$ cat src/rtl/flash_seq_pkg.sv
// Functional notes
// - Table read loads one addressed byte
// - Table ops optionally step the pointer
// - Pointer bit 0 picks word byte
// - Erase clears 1024-byte row, pointer 20:10
// - No word erase, no bulk erase
// - Start needs 55h then 0AAh keys
// - Start runs erase or block write
// - Core stalled during long cycle
// - Internal timer ends long cycle
// - Program whole 64-byte block only
// - Table writes fill holding registers only
// - Holding registers never reset
// - Pointer 5:0 picks holding, 20:6 block
// - Start bit set-only, cleared by hardware
// - Erase select cleared after erase
// - Unlock key register reads zero
package flash_seq_pkg;
    // Register byte offsets
    localparam logic [3:0] CTRL_OFS  = 4'h0;
    localparam logic [3:0] KEY_OFS   = 4'h4;
    localparam logic [3:0] PTR_OFS   = 4'h8;
    localparam logic [3:0] LATCH_OFS = 4'hC;
    // Control register fields
    localparam int ERASE_SEL_BIT = 4;
    localparam int ABORT_BIT     = 3;
    localparam int WALLOW_BIT    = 2;
    localparam int START_BIT     = 1;
    // Unlock keys
    localparam logic [7:0] KEY_FIRST  = 8'h55;
    localparam logic [7:0] KEY_SECOND = 8'hAA;
    // Geometry
    localparam int PTR_W     = 22;
    localparam int HOLD_N    = 64;
    localparam int WORDS_BLK = 32;
    localparam int BLK_LSB   = 6;
    localparam int ROW_LSB   = 10;
    localparam int ADDR_MSB  = 20;
    // Long cycle timing at 200 MHz
    localparam int CLK_MHZ          = 200;
    localparam int ERASE_TIME_US    = 20;
    localparam int PROG_TIME_US     = 10;
    localparam int ERASE_CYC_DEF    = ERASE_TIME_US * CLK_MHZ;
    localparam int PROG_CYC_DEF     = PROG_TIME_US * CLK_MHZ;
    // Table pointer modes
    typedef enum logic [1:0] {PM_KEEP, PM_POSTINC, PM_POSTDEC, PM_PREINC} ptr_mode_t;
    // Sequencer states
    typedef enum logic [2:0] {ST_IDLE, ST_RD1, ST_RD2, ST_ERASE, ST_PROG, ST_WAIT} seq_st_t;
    // Bus responses
    localparam logic [1:0] RESP_OKAY   = 2'h0;
    localparam logic [1:0] RESP_SLVERR = 2'h2;
endpackage

$ cat src/rtl/flash_self_program_sequencer.sv
// The register offsets and the AXI4-Lite register port were decided locally.
module flash_self_program_sequencer
    import flash_seq_pkg::*;
#(
    parameter int ERASE_CYCLES = ERASE_CYC_DEF,
    parameter int PROG_CYCLES  = PROG_CYC_DEF
) (
    // Clock and reset
    input  wire logic        mclk,
    input  wire logic        sys_rst,
    // AXI4-Lite write channels
    input  wire logic [3:0]  awaddr,
    input  wire logic        awvalid,
    output logic             awready,
    input  wire logic [31:0] wdata,
    input  wire logic [3:0]  wstrb,
    input  wire logic        wvalid,
    output logic             wready,
    output logic [1:0]       bresp,
    output logic             bvalid,
    input  wire logic        bready,
    // AXI4-Lite read channels
    input  wire logic [3:0]  araddr,
    input  wire logic        arvalid,
    output logic             arready,
    output logic [31:0]      rdata,
    output logic [1:0]       rresp,
    output logic             rvalid,
    input  wire logic        rready,
    // Core table instruction port
    input  wire logic        tblReq,
    input  wire logic        tblWrite,
    input  wire logic [1:0]  tblMode,
    output logic             tblDone,
    output logic [7:0]       tableByteLatch,
    output logic             cpuStall,
    // Flash array port
    output logic             flashRdEn,
    output logic [20:0]      flashRdAddr,
    input  wire logic [15:0] flashRdData,
    output logic             flashWrEn,
    output logic [19:0]      flashWrAddr,
    output logic [15:0]      flashWrData,
    output logic             flashEraseEn,
    output logic [10:0]      flashRowAddr
);
    localparam logic [31:0] ERASE_CNT = 32'(ERASE_CYCLES);
    localparam logic [31:0] PROG_CNT  = 32'(PROG_CYCLES);

    seq_st_t              state_ff;
    logic [PTR_W-1:0]     flashBytePointer_ff;
    logic [7:0]           latch_ff;
    logic                 eraseSel_ff, abort_ff, writeAllow_ff, start_ff;
    logic                 got55_ff, armed_ff;
    logic [7:0]           hold_ff [HOLD_N];
    logic [4:0]           wordIdx_ff;
    logic [31:0]          timer_ff;
    logic                 byteSel_ff;
    logic                 awHeld_ff, wHeld_ff;
    logic [3:0]           awAddr_ff;
    logic [31:0]          wData_ff;
    logic [3:0]           wStrb_ff;
    logic                 awready_ff, wready_ff, bvalid_ff, arready_ff, rvalid_ff;
    logic [1:0]           bresp_ff, rresp_ff;
    logic [31:0]          rdata_ff;
    logic                 tblDone_ff, stall_ff;
    logic                 flashRdEn_ff, flashWrEn_ff, flashEraseEn_ff;
    logic [20:0]          flashRdAddr_ff;
    logic [19:0]          flashWrAddr_ff;
    logic [15:0]          flashWrData_ff;
    logic [10:0]          flashRowAddr_ff;

    // Bus write decode
    wire         awHave   = awHeld_ff | (awvalid & awready_ff);
    wire         wHave    = wHeld_ff | (wvalid & wready_ff);
    wire [3:0]   wrAddr   = awHeld_ff ? awAddr_ff : awaddr;
    wire [31:0]  wrData   = wHeld_ff ? wData_ff : wdata;
    wire [3:0]   wrStrb   = wHeld_ff ? wStrb_ff : wstrb;
    wire         wrFire   = awHave & wHave & ~bvalid_ff;
    wire [31:0]  strbMask = {{8{wrStrb[3]}}, {8{wrStrb[2]}}, {8{wrStrb[1]}}, {8{wrStrb[0]}}};
    wire         wrCtrl   = wrFire & (wrAddr == CTRL_OFS) & wrStrb[0];
    wire         wrKey    = wrFire & (wrAddr == KEY_OFS) & wrStrb[0];
    wire         wrPtr    = wrFire & (wrAddr == PTR_OFS);
    wire         wrLatch  = wrFire & (wrAddr == LATCH_OFS) & wrStrb[0];
    wire         wrMapped = (wrAddr == CTRL_OFS) | (wrAddr == KEY_OFS)
                          | (wrAddr == PTR_OFS) | (wrAddr == LATCH_OFS);
    wire         idle     = (state_ff == ST_IDLE);

    // Start request qualified by the two keys written just before
    wire startReq = wrCtrl & wrData[START_BIT] & idle;
    wire startOk  = startReq & armed_ff & writeAllow_ff;
    wire startBad = startReq & ~startOk;

    // Table operation and pointer arithmetic
    wire                 tblGo    = tblReq & idle & ~startOk;
    wire [PTR_W-1:0]     ptrInc   = {flashBytePointer_ff[PTR_W-1],
                                     flashBytePointer_ff[ADDR_MSB:0] + 21'h000001};
    wire [PTR_W-1:0]     ptrDec   = {flashBytePointer_ff[PTR_W-1],
                                     flashBytePointer_ff[ADDR_MSB:0] - 21'h000001};
    wire [PTR_W-1:0]     effAddr  = (tblMode == PM_PREINC) ? ptrInc : flashBytePointer_ff;
    wire [PTR_W-1:0]     ptrAfter = (tblMode == PM_KEEP) ? flashBytePointer_ff
                                  : (tblMode == PM_POSTDEC) ? ptrDec : ptrInc;
    wire                 lastWord = (wordIdx_ff == 5'(WORDS_BLK - 1));
    wire                 timerEnd = (timer_ff == 32'h00000000);

    // Read mux
    wire [31:0] ctrlRd = {27'h0, eraseSel_ff, abort_ff, writeAllow_ff, start_ff, 1'b0};
    wire [31:0] rdMux  = (araddr == CTRL_OFS)  ? ctrlRd
                       : (araddr == PTR_OFS)   ? {10'h0, flashBytePointer_ff}
                       : (araddr == LATCH_OFS) ? {24'h0, latch_ff}
                       : 32'h00000000;
    wire        rdMapped = (araddr == CTRL_OFS) | (araddr == KEY_OFS)
                         | (araddr == PTR_OFS) | (araddr == LATCH_OFS);

    // Program word from holding registers, low byte at even address
    wire [15:0] progWord = {hold_ff[{wordIdx_ff, 1'b1}], hold_ff[{wordIdx_ff, 1'b0}]};

    // AXI write channel handshake
    always_ff @(posedge mclk or posedge sys_rst) begin
        if (sys_rst) begin
            awHeld_ff  <= 1'b0;
            wHeld_ff   <= 1'b0;
            awAddr_ff  <= 4'h0;
            wData_ff   <= 32'h00000000;
            wStrb_ff   <= 4'h0;
            awready_ff <= 1'b1;
            wready_ff  <= 1'b1;
            bvalid_ff  <= 1'b0;
            bresp_ff   <= RESP_OKAY;
        end else begin
            if (awvalid & awready_ff) begin
                awAddr_ff <= awaddr;
            end
            if (wvalid & wready_ff) begin
                wData_ff <= wdata;
                wStrb_ff <= wstrb;
            end
            awHeld_ff  <= awHave & ~wrFire;
            wHeld_ff   <= wHave & ~wrFire;
            awready_ff <= ~(awHave & ~wrFire) & ~(bvalid_ff & ~bready) & ~wrFire;
            wready_ff  <= ~(wHave & ~wrFire) & ~(bvalid_ff & ~bready) & ~wrFire;
            if (wrFire) begin
                bvalid_ff <= 1'b1;
                bresp_ff  <= wrMapped ? RESP_OKAY : RESP_SLVERR;
            end else if (bready) begin
                bvalid_ff <= 1'b0;
            end
        end
    end

    // AXI read channel, answer one cycle after address
    always_ff @(posedge mclk or posedge sys_rst) begin
        if (sys_rst) begin
            arready_ff <= 1'b1;
            rvalid_ff  <= 1'b0;
            rdata_ff   <= 32'h00000000;
            rresp_ff   <= RESP_OKAY;
        end else if (arvalid & arready_ff) begin
            arready_ff <= 1'b0;
            rvalid_ff  <= 1'b1;
            rdata_ff   <= rdMux;
            rresp_ff   <= rdMapped ? RESP_OKAY : RESP_SLVERR;
        end else if (rvalid_ff & rready) begin
            rvalid_ff  <= 1'b0;
            arready_ff <= 1'b1;
        end
    end

    // Unlock key tracker, any other write breaks the sequence
    always_ff @(posedge mclk or posedge sys_rst) begin
        if (sys_rst) begin
            got55_ff <= 1'b0;
            armed_ff <= 1'b0;
        end else if (wrFire) begin
            got55_ff <= wrKey & (wrData[7:0] == KEY_FIRST);
            armed_ff <= wrKey & (wrData[7:0] == KEY_SECOND) & got55_ff;
        end
    end

    // Control bits; hardware set wins over software clear
    always_ff @(posedge mclk or posedge sys_rst) begin
        if (sys_rst) begin
            eraseSel_ff   <= 1'b0;
            abort_ff      <= 1'b0;
            writeAllow_ff <= 1'b0;
            start_ff      <= 1'b0;
        end else begin
            if (wrCtrl & idle) begin
                eraseSel_ff   <= wrData[ERASE_SEL_BIT];
                writeAllow_ff <= wrData[WALLOW_BIT];
                abort_ff      <= wrData[ABORT_BIT];
            end
            if (startOk) begin
                start_ff <= 1'b1;
                abort_ff <= 1'b1;
            end else if (startBad) begin
                abort_ff <= 1'b1;
            end
            if (state_ff == ST_WAIT && timerEnd) begin
                start_ff    <= 1'b0;
                abort_ff    <= 1'b0;
                eraseSel_ff <= 1'b0;
            end
        end
    end

    // Pointer and table latch
    always_ff @(posedge mclk or posedge sys_rst) begin
        if (sys_rst) begin
            flashBytePointer_ff <= '0;
            latch_ff            <= 8'h00;
            byteSel_ff          <= 1'b0;
        end else begin
            if (tblGo) begin
                flashBytePointer_ff <= ptrAfter;
                byteSel_ff          <= effAddr[0];
            end else if (wrPtr & idle) begin
                flashBytePointer_ff <= PTR_W'((32'(flashBytePointer_ff) & ~strbMask)
                                              | (wrData & strbMask));
            end
            if (state_ff == ST_RD2) begin
                latch_ff <= byteSel_ff ? flashRdData[15:8] : flashRdData[7:0];
            end else if (wrLatch) begin
                latch_ff <= wrData[7:0];
            end
        end
    end

    // Holding registers, deliberately without reset
    always_ff @(posedge mclk) begin
        if (tblGo & tblWrite) begin
            hold_ff[effAddr[BLK_LSB-1:0]] <= latch_ff;
        end
    end

    // Sequencer
    always_ff @(posedge mclk or posedge sys_rst) begin
        if (sys_rst) begin
            state_ff        <= ST_IDLE;
            wordIdx_ff      <= 5'h00;
            timer_ff        <= 32'h00000000;
            tblDone_ff      <= 1'b0;
            stall_ff        <= 1'b0;
            flashRdEn_ff    <= 1'b0;
            flashRdAddr_ff  <= 21'h000000;
            flashWrEn_ff    <= 1'b0;
            flashWrAddr_ff  <= 20'h00000;
            flashWrData_ff  <= 16'h0000;
            flashEraseEn_ff <= 1'b0;
            flashRowAddr_ff <= 11'h000;
        end else begin
            tblDone_ff      <= 1'b0;
            flashRdEn_ff    <= 1'b0;
            flashWrEn_ff    <= 1'b0;
            flashEraseEn_ff <= 1'b0;
            unique case (state_ff)
                ST_IDLE: begin
                    if (startOk && eraseSel_ff) begin
                        state_ff        <= ST_ERASE;
                        stall_ff        <= 1'b1;
                        flashRowAddr_ff <= flashBytePointer_ff[ADDR_MSB:ROW_LSB];
                    end else if (startOk) begin
                        state_ff   <= ST_PROG;
                        stall_ff   <= 1'b1;
                        wordIdx_ff <= 5'h00;
                    end else if (tblGo && tblWrite) begin
                        tblDone_ff <= 1'b1;
                    end else if (tblGo) begin
                        state_ff       <= ST_RD1;
                        flashRdEn_ff   <= 1'b1;
                        flashRdAddr_ff <= effAddr[PTR_W-1:1];
                    end
                end
                ST_RD1: state_ff <= ST_RD2;
                ST_RD2: begin
                    state_ff   <= ST_IDLE;
                    tblDone_ff <= 1'b1;
                end
                ST_ERASE: begin
                    flashEraseEn_ff <= 1'b1;
                    timer_ff        <= ERASE_CNT - 32'h00000001;
                    state_ff        <= ST_WAIT;
                end
                ST_PROG: begin
                    flashWrEn_ff   <= 1'b1;
                    flashWrAddr_ff <= {flashBytePointer_ff[ADDR_MSB:BLK_LSB], wordIdx_ff};
                    flashWrData_ff <= progWord;
                    wordIdx_ff     <= wordIdx_ff + 5'h01;
                    if (lastWord) begin
                        timer_ff <= PROG_CNT - 32'h00000001;
                        state_ff <= ST_WAIT;
                    end
                end
                ST_WAIT: begin
                    if (timerEnd) begin
                        state_ff <= ST_IDLE;
                        stall_ff <= 1'b0;
                    end else begin
                        timer_ff <= timer_ff - 32'h00000001;
                    end
                end
                default: state_ff <= ST_IDLE;
            endcase
        end
    end

    // Outputs straight from flops
    assign awready        = awready_ff;
    assign wready         = wready_ff;
    assign bvalid         = bvalid_ff;
    assign bresp          = bresp_ff;
    assign arready        = arready_ff;
    assign rvalid         = rvalid_ff;
    assign rdata          = rdata_ff;
    assign rresp          = rresp_ff;
    assign tblDone        = tblDone_ff;
    assign tableByteLatch = latch_ff;
    assign cpuStall       = stall_ff;
    assign flashRdEn      = flashRdEn_ff;
    assign flashRdAddr    = flashRdAddr_ff;
    assign flashWrEn      = flashWrEn_ff;
    assign flashWrAddr    = flashWrAddr_ff;
    assign flashWrData    = flashWrData_ff;
    assign flashEraseEn   = flashEraseEn_ff;
    assign flashRowAddr   = flashRowAddr_ff;
endmodule

$ cat config.mk
export PLATFORM = sky130hd
export DESIGN_NAME = flash_self_program_sequencer
export DESIGN_NICKNAME = d
export VERILOG_FILES = /design/src/rtl/flash_seq_pkg.sv /design/src/rtl/flash_self_program_sequencer.sv
export SDC_FILE = /design/constraint.sdc
export NUM_CORES = 1
export LEC_CHECK = 0
export ABC_CLOCK_PERIOD_IN_PS = 6500
export BUFFER_PORTS_ARGS = -buffer_cell sky130_fd_sc_hd__buf_2
export CORE_ASPECT_RATIO = 1.75
export CORE_MARGIN = 1.5
export CORE_UTILIZATION = 55
export CTS_BUF_LIST = sky130_fd_sc_hd__clkbuf_4 sky130_fd_sc_hd__clkbuf_8
export DETAILED_ROUTE_END_ITERATION = 12
export GPL_TIMING_DRIVEN = 0
export PLACE_DENSITY = 0.73
export SLEW_MARGIN = 20
export SYNTH_ARGS = -nofsm -noshare
export SYNTH_HDL_FRONTEND = slang
export SYNTH_SLANG_ARGS = --single-unit
$ cat constraint.sdc
create_clock -name mclk -period 6.5 [get_ports mclk]
set_input_delay 0.325 -clock mclk [delete_from_list [all_inputs] [get_ports mclk]]
set_output_delay 0.325 -clock mclk [all_outputs]
set_load 0.03 [all_outputs]
==> results of run 1 <==
## per-layer routing
layer,up-vias,GRT usage
met5,-,0
met4,0,0.220
met3,290,0.0454
met2,968,0.542
met1,9595,0.322
li1,8154,-
## layout make-up
type | instances | area, µm²
Multi-Input combinational cell | 1079 | 9070
Buffer | 121 | 566
Tap cell | 690 | 863
Sequential cell | 722 | 20700
Clock inverter | 29 | 284
Timing Repair Buffer | 219 | 1440
Inverter | 23 | 93.8
Antenna cell | 1 | 2.50
Clock buffer | 152 | 1870
Fill cell | 3834 | 19600
## power by group
| group | internal, µW | switching [µW] |
|---|---|---|
| clock | 2040 | 1690 |
| sequential | 5890 | 696 |
| combinational | 2010 | 3530 |
## Yosys cell counts (all sizes together) (4+ instances only)
library cell and instances:
inv 22, ha 5, nor3 32, and2 5, mux2i 29, o31ai 10, dfrtp 207, nand2 145
edfxtp 512, mux4 150, buf 49, nor4 14, a22oi 25, mux2 60, or2 5, clkbuf 72
xnor2 30, o2bb2ai 7, nor3b 12, a31oi 11, and4 5, nor2b 7, a22o 22, and3 7
a32oi 6, a211o 6, o21ai 74, or4 10, nor4b 5, a21oi 61, o21a 5, nand2b 7
nand3 49, xor2 14, o22ai 11, or3 9, a21o 4, o22a 4, nor2 174, nand4 13
## worst max-delay path, cell delays in order, from the launching register on
cell and delay, ps:
dfrtp_1 390, clkbuf_1 800, clkbuf_1 680, clkbuf_1 940, and3_1 290, ha_1 190, nand2_1 110, a2bb2oi_1 250
nor2_1 190, clkbuf_1 390, clkbuf_1 410, nor2_1 120
## flip-flops by register name, indices dropped and copies added, names as in the netlist, 2 cells and up, named ones only
signal and flops:
flashRowAddr 11, tableByteLatch 8, wStrb_ff 3, rdata 22, wData_ff 22, awAddr_ff 4
wordIdx_ff 5, flashRdAddr 21, flashWrAddr 20, state_ff 3, flashWrData 16, hold_ff 512
timer_ff 32, flashBytePointer_ff 2
## worst paths after layout
| kind | end | slack [ps] | depth (start not counted) |
|---|---|---|---|
| min in group asynchronous | flashWrAddr[14] | 110 | 3 |
| worst min-delay path | tableByteLatch[2] | 30 | 4 |
| worst max-delay path | timer_ff[12] | 1540 | 11 |
| max in group asynchronous | tableByteLatch[5] | 5100 | 5 |
| worst min register to register | rdata[7] | 470 | 2 |
| worst max register to register | timer_ff[12] | 1540 | 11 |
## through the flow
step / setup WS [ps] / util / setup TNS (ps) / instances
final: 1540 / 0.640 / 0 / 3036
after global routing: 1280 / 0.640 / 0 / 3036
after CTS: 1530 / 0.640 / 0 / 3035
after detailed placement: 1590 / 0.592 / 0 / 2810
after global placement: -1930 / 0.589 / -388020 / 2803
after floorplan: 442 / - / 0 / 1945
## cells by family after synthesis
group	count (synthesis)
AO/OA/AOI/OAI	271
XOR/XNOR	44
adder cells (fa/ha/maj)	5
AND/OR/NAND/NOR	508
other	1
buffers and inverters	144
flip-flops	722
multiplexers	239
## repair_timing
action / 4_1_cts / 5_1_grt
hold buffers: 44 / 0
endpoints found under the hold margin: 153 / 0
gates resized for setup: 0 / 0
setup buffers: 0 / 0
==> results.json, run 1 <==
{
  "status": "finished clean",
  "fin_nets": 2340,
  "async_reset_ff_frac": 0.291,
  "gp_congestion": 0.945,
  "cts_root_buffer": "clkbuf_8",
  "critical_path_class": "flip-flop to flip-flop",
  "fp.dieH_um": 314,
  "slew_viol_final": 0,
  "antenna_found_initial": 2,
  "die_x_um": 180,
  "synth_area_leader_cell": "edfxtp_1",
  "hold_start": "flashRdData[10]",
  "synthMuxAreaShare": 0.143,
  "cp-startpoint": "wordIdx_ff[2]",
  "synth_edf_count": 512,
  "peakVddDrop_mv": 0.258,
  "synthTopCellsByArea": "edfxtp_1 51%, dfrtp_1 17%, mux4_2 11%, mux2_2 2.2%, nor2_1 2.1%",
  "ios": 193,
  "place_area_um2": 32200,
  "cts_buffer_depth": 3,
  "dr.first_iter.drc_count": 1731,
  "syn_area_per_cell_um2": 15.7,
  "mostFrequentLayoutCells": "512 x edfxtp_1, 199 x dfrtp_1, 189 x buf_2",
  "drive_above_1_share": 0.270,
  "required_ps": 7040,
  "grt_setup_unrepaired": "false",
  "synth_ff_type": "edfxtp_1",
  "fp-row-count": 113,
  "wirelength_met1_um": 27200,
  "worstSkewPairLatency_ps": 710,
  "wl_met3_um": 5520,
  "yosysWarnings": 0,
  "power.leakage_uw": 0.0126,
  "clock.fmax_ghz": 0.202,
  "whs_ps": 30.5,
  "drt_pass1_iterations": 9,
  "grt_pass1_wl_um": 124000,
  "endpoint_kind": "flip-flop",
  "grt_max_degree": 97,
  "initial_utilization": 0.557,
  "dpl.hpwl_um": 58900,
  "worst-path-max-fanout": 10,
  "layout_commonest_cell": "edfxtp_1",
  "ys_seq_area_frac": 0.681,
  "ant_nets": 0,
  "globalRouteOverflowTotal": 0,
  "cts.sinks": 722,
  "synthAdderAreaFrac": 0.00206,
  "wl_met2_um": 44200,
  "hold_viol": 0,
  "ys_types": 80,
  "h-tree-depth": 3,
  "finalSetupViolations": 0,
  "synth_area_um2": 30300,
  "clkTransAtPathRegs_ps": 60,
  "cap_violations": 0,
  "io_buffers": 168,
  "synth.ff_latch_count": 722,
  "cts_buffers": 98,
  "min_path_type": "input port to flip-flop",
  "timing.final.crit_share": 0.763,
  "fin_area_um2": 34800,
  "synth_compound_area_frac": 0.0591,
  "total_power_uw": 15900,
  "cts_tree": "done",
  "yosys.area_share.simple": 0.0807,
  "area_growth_pct": 15.0,
  "vias": 19000,
  "worstMarginPinSlew_ps": 1200,
  "min_period_ps": 4960,
  "netlist.area_leader.share": 0.507,
  "grt_pass1_vias": 20100,
  "wirelength_um": 83400,
  "top_layer_used": "met4",
  "wire_per_inst_um": 27.5,
  "maxSlewHeadroom": 0.195,
  "timing.rr.start": "wordIdx_ff[2]",
  "cp.arrival_ps": 5500,
  "finClkSkew_ps": 55.5,
  "cp-start-kind": "flip-flop",
  "synth_xor_area_frac": 0.0127,
  "drc": 0,
  "die-area_um2": 56600,
  "gr-usage-all-layers": 0.301,
  "synth_cells": 1934,
  "vias_per_cell": 6.26,
  "synth_top_family_by_area": "multiplexers",
  "fp.coreArea_um2": 54400,
  "powerDensity_nw_per_um2": 455
}
No activity file was read; power rests on OpenSTA's default activity.
==> inputs of run 2 (changes only) <==
ABC_CLOCK_PERIOD_IN_PS = 4200   (was 6500)
clock period = 4.2 ns   (was 6.5 ns; I/O delays follow)
==> results.json, run 2 (synthesis results as in run 1) <==
{
  "endpoint_kind": "flip-flop",
  "dpl.hpwl_um": 59200,
  "cts.sinks": 722,
  "finalSetupViolations": 0,
  "clock.fmax_ghz": 0.264,
  "whs_path_depth": 4,
  "fin_nets": 2359,
  "required_ps": 4490,
  "die_x_um": 180,
  "largest_reg_flops": 512,
  "gp_congestion": 0.938,
  "initial_utilization": 0.557,
  "ios": 193,
  "dr.first_iter.drc_count": 1889,
  "switching_power_uw": 9230,
  "wire_per_inst_um": 27.4,
  "slew_viol_final": 0,
  "min_path_type": "input port to flip-flop",
  "fp.coreArea_um2": 54400,
  "area_growth_pct": 15.4,
  "hold_viol": 0,
  "fin_ws_ps": 406,
  "worst-path-max-fanout": 10,
  "timing.final.crit_share": 0.903,
  "fp.dieH_um": 314,
  "seqPwrFrac": 0.418,
  "p_sw_frac": 0.378,
  "die-area_um2": 56600,
  "num-fill-cells": 3787,
  "cts_buffer_depth": 3,
  "worstMarginPinSlew_ps": 1240,
  "post-place-ws_ps": -335,
  "fin_util": 0.642,
  "final_cells": 3057,
  "cts_tree": "done",
  "finClkSkew_ps": 51.0,
  "powerDensity_nw_per_um2": 697,
  "gr-usage-all-layers": 0.305,
  "cts_root_buffer": "clkbuf_8",
  "clockPowerShare": 0.226,
  "total_power_uw": 24400,
  "clkTransAtPathRegs_ps": 70,
  "globalRouteOverflowTotal": 0,
  "mostFrequentLayoutCells": "512 x edfxtp_1, 198 x dfrtp_1, 189 x buf_2",
  "min_period_ps": 3790,
  "grt_setup_unrepaired": "false",
  "status": "finished clean",
  "vias_per_cell": 6.23,
  "drive_above_1_share": 0.268,
  "grt_pass1_vias": 20200,
  "vias": 19000,
  "whs_ps": 43.0,
  "postCtsSetupBuffers": 0,
  "worstSkewPairLatency_ps": 710,
  "cts_buffers": 97,
  "fp-row-count": 113,
  "grt_max_degree": 68,
  "hold_start": "tblMode[1]",
  "h-tree-depth": 3,
  "maxSlewHeadroom": 0.169,
  "io_buffers": 168,
  "layout_commonest_cell": "edfxtp_1",
  "peakVddDrop_mv": 0.343,
  "drc": 0,
  "power.leakage_uw": 0.0127,
  "comb_power_share": 0.357,
  "ant_nets": 0,
  "cap_violations": 0,
  "cp-start-kind": "flip-flop",
  "cp.arrival_ps": 4080,
  "critical_path_class": "flip-flop to flip-flop",
  "place_inst": 2815,
  "ff2ff_path_depth": 9,
  "wirelength_um": 83800,
  "drt_pass1_iterations": 6,
  "regToRegSetupSlack_ps": 410,
  "grt_pass1_wl_um": 126000,
  "power.internal_uw": 15200,
  "rr_endpoint": "hold_ff[11][2]",
  "timing.rr.start": "wHeld_ff",
  "antenna_found_initial": 2
}
==> run 2: power groups by stage <==
| stage | registers [µW] | logic [µW] | clock network [µW] |
|---|---|---|---|
| floorplan | 10700 | 4760 | 0 |
| global placement | 10500 | 7970 | 0 |
| detailed placement | 10200 | 8560 | 0 |
| CTS | 10100 | 8660 | 5570 |
| global route | 10300 | 9150 | 5850 |
| finish | 10200 | 8700 | 5510 |
==> run 2: how the worst max path moves through the flow <==
stage	start	to	slack (ps)	cells past startpoint
after CTS	wordIdx_ff[3]	timer_ff[19]	160	10
after detailed placement	wordIdx_ff[2]	timer_ff[13]	-330	11
after global placement	wordIdx_ff[2]	timer_ff[15]	-700	11
after floorplan	wordIdx_ff[2]	timer_ff[30]	1130	11
final	wHeld_ff	hold_ff[11][2]	410	9
after global routing	wordIdx_ff[3]	timer_ff[15]	260	10
==> run 2: area by class of cell <==
class,count,area [µm²],share of cell area
Antenna cell,1,2.50,0.0000716
Buffer,119,561,0.0160
Clock buffer,140,1740,0.0497
Clock inverter,42,292,0.00834
Inverter,23,90.1,0.00258
Multi-Input combinational cell,1079,9070,0.259
Sequential cell,722,20600,0.591
Tap cell,690,863,0.0247
Timing Repair Buffer,241,1700,0.0486
==> run 2: worst max-delay path, cell delays in order, from the launching register on <==
cell and delay (ps):
dfrtp_1 320, buf_2 240, mux2_2 440, o2111a_1 240
and3_1 200, buf_6 130, buf_12 140, nor4_4 410
nand2_1 460, nor2_1 830
==> run 2: metrics by stage <==
stage	setup TNS, ps	area (µm²)
after floorplan	0	30400
after global placement	-18050	32100
after detailed placement	-5820	32300
after CTS	0	35000
after global routing	0	35000
final	0	35000
==> run 2: per-layer routing <==
metal | vias to the layer above | track usage | wire length [µm]
met2 | 956 | 0.542 | 44100
met3 | 294 | 0.0427 | 5050
met1 | 9617 | 0.334 | 28000
li1 | 8170 | - | -
met5 | - | 0 | 0
met4 | 0 | 0.227 | 6600
==> run 2: timing repair <==
action,in CTS,in global routing
endpoints found under the setup margin,25,12
hold buffers,61,0
endpoints found under the hold margin,137,0
gates resized for setup,1,3
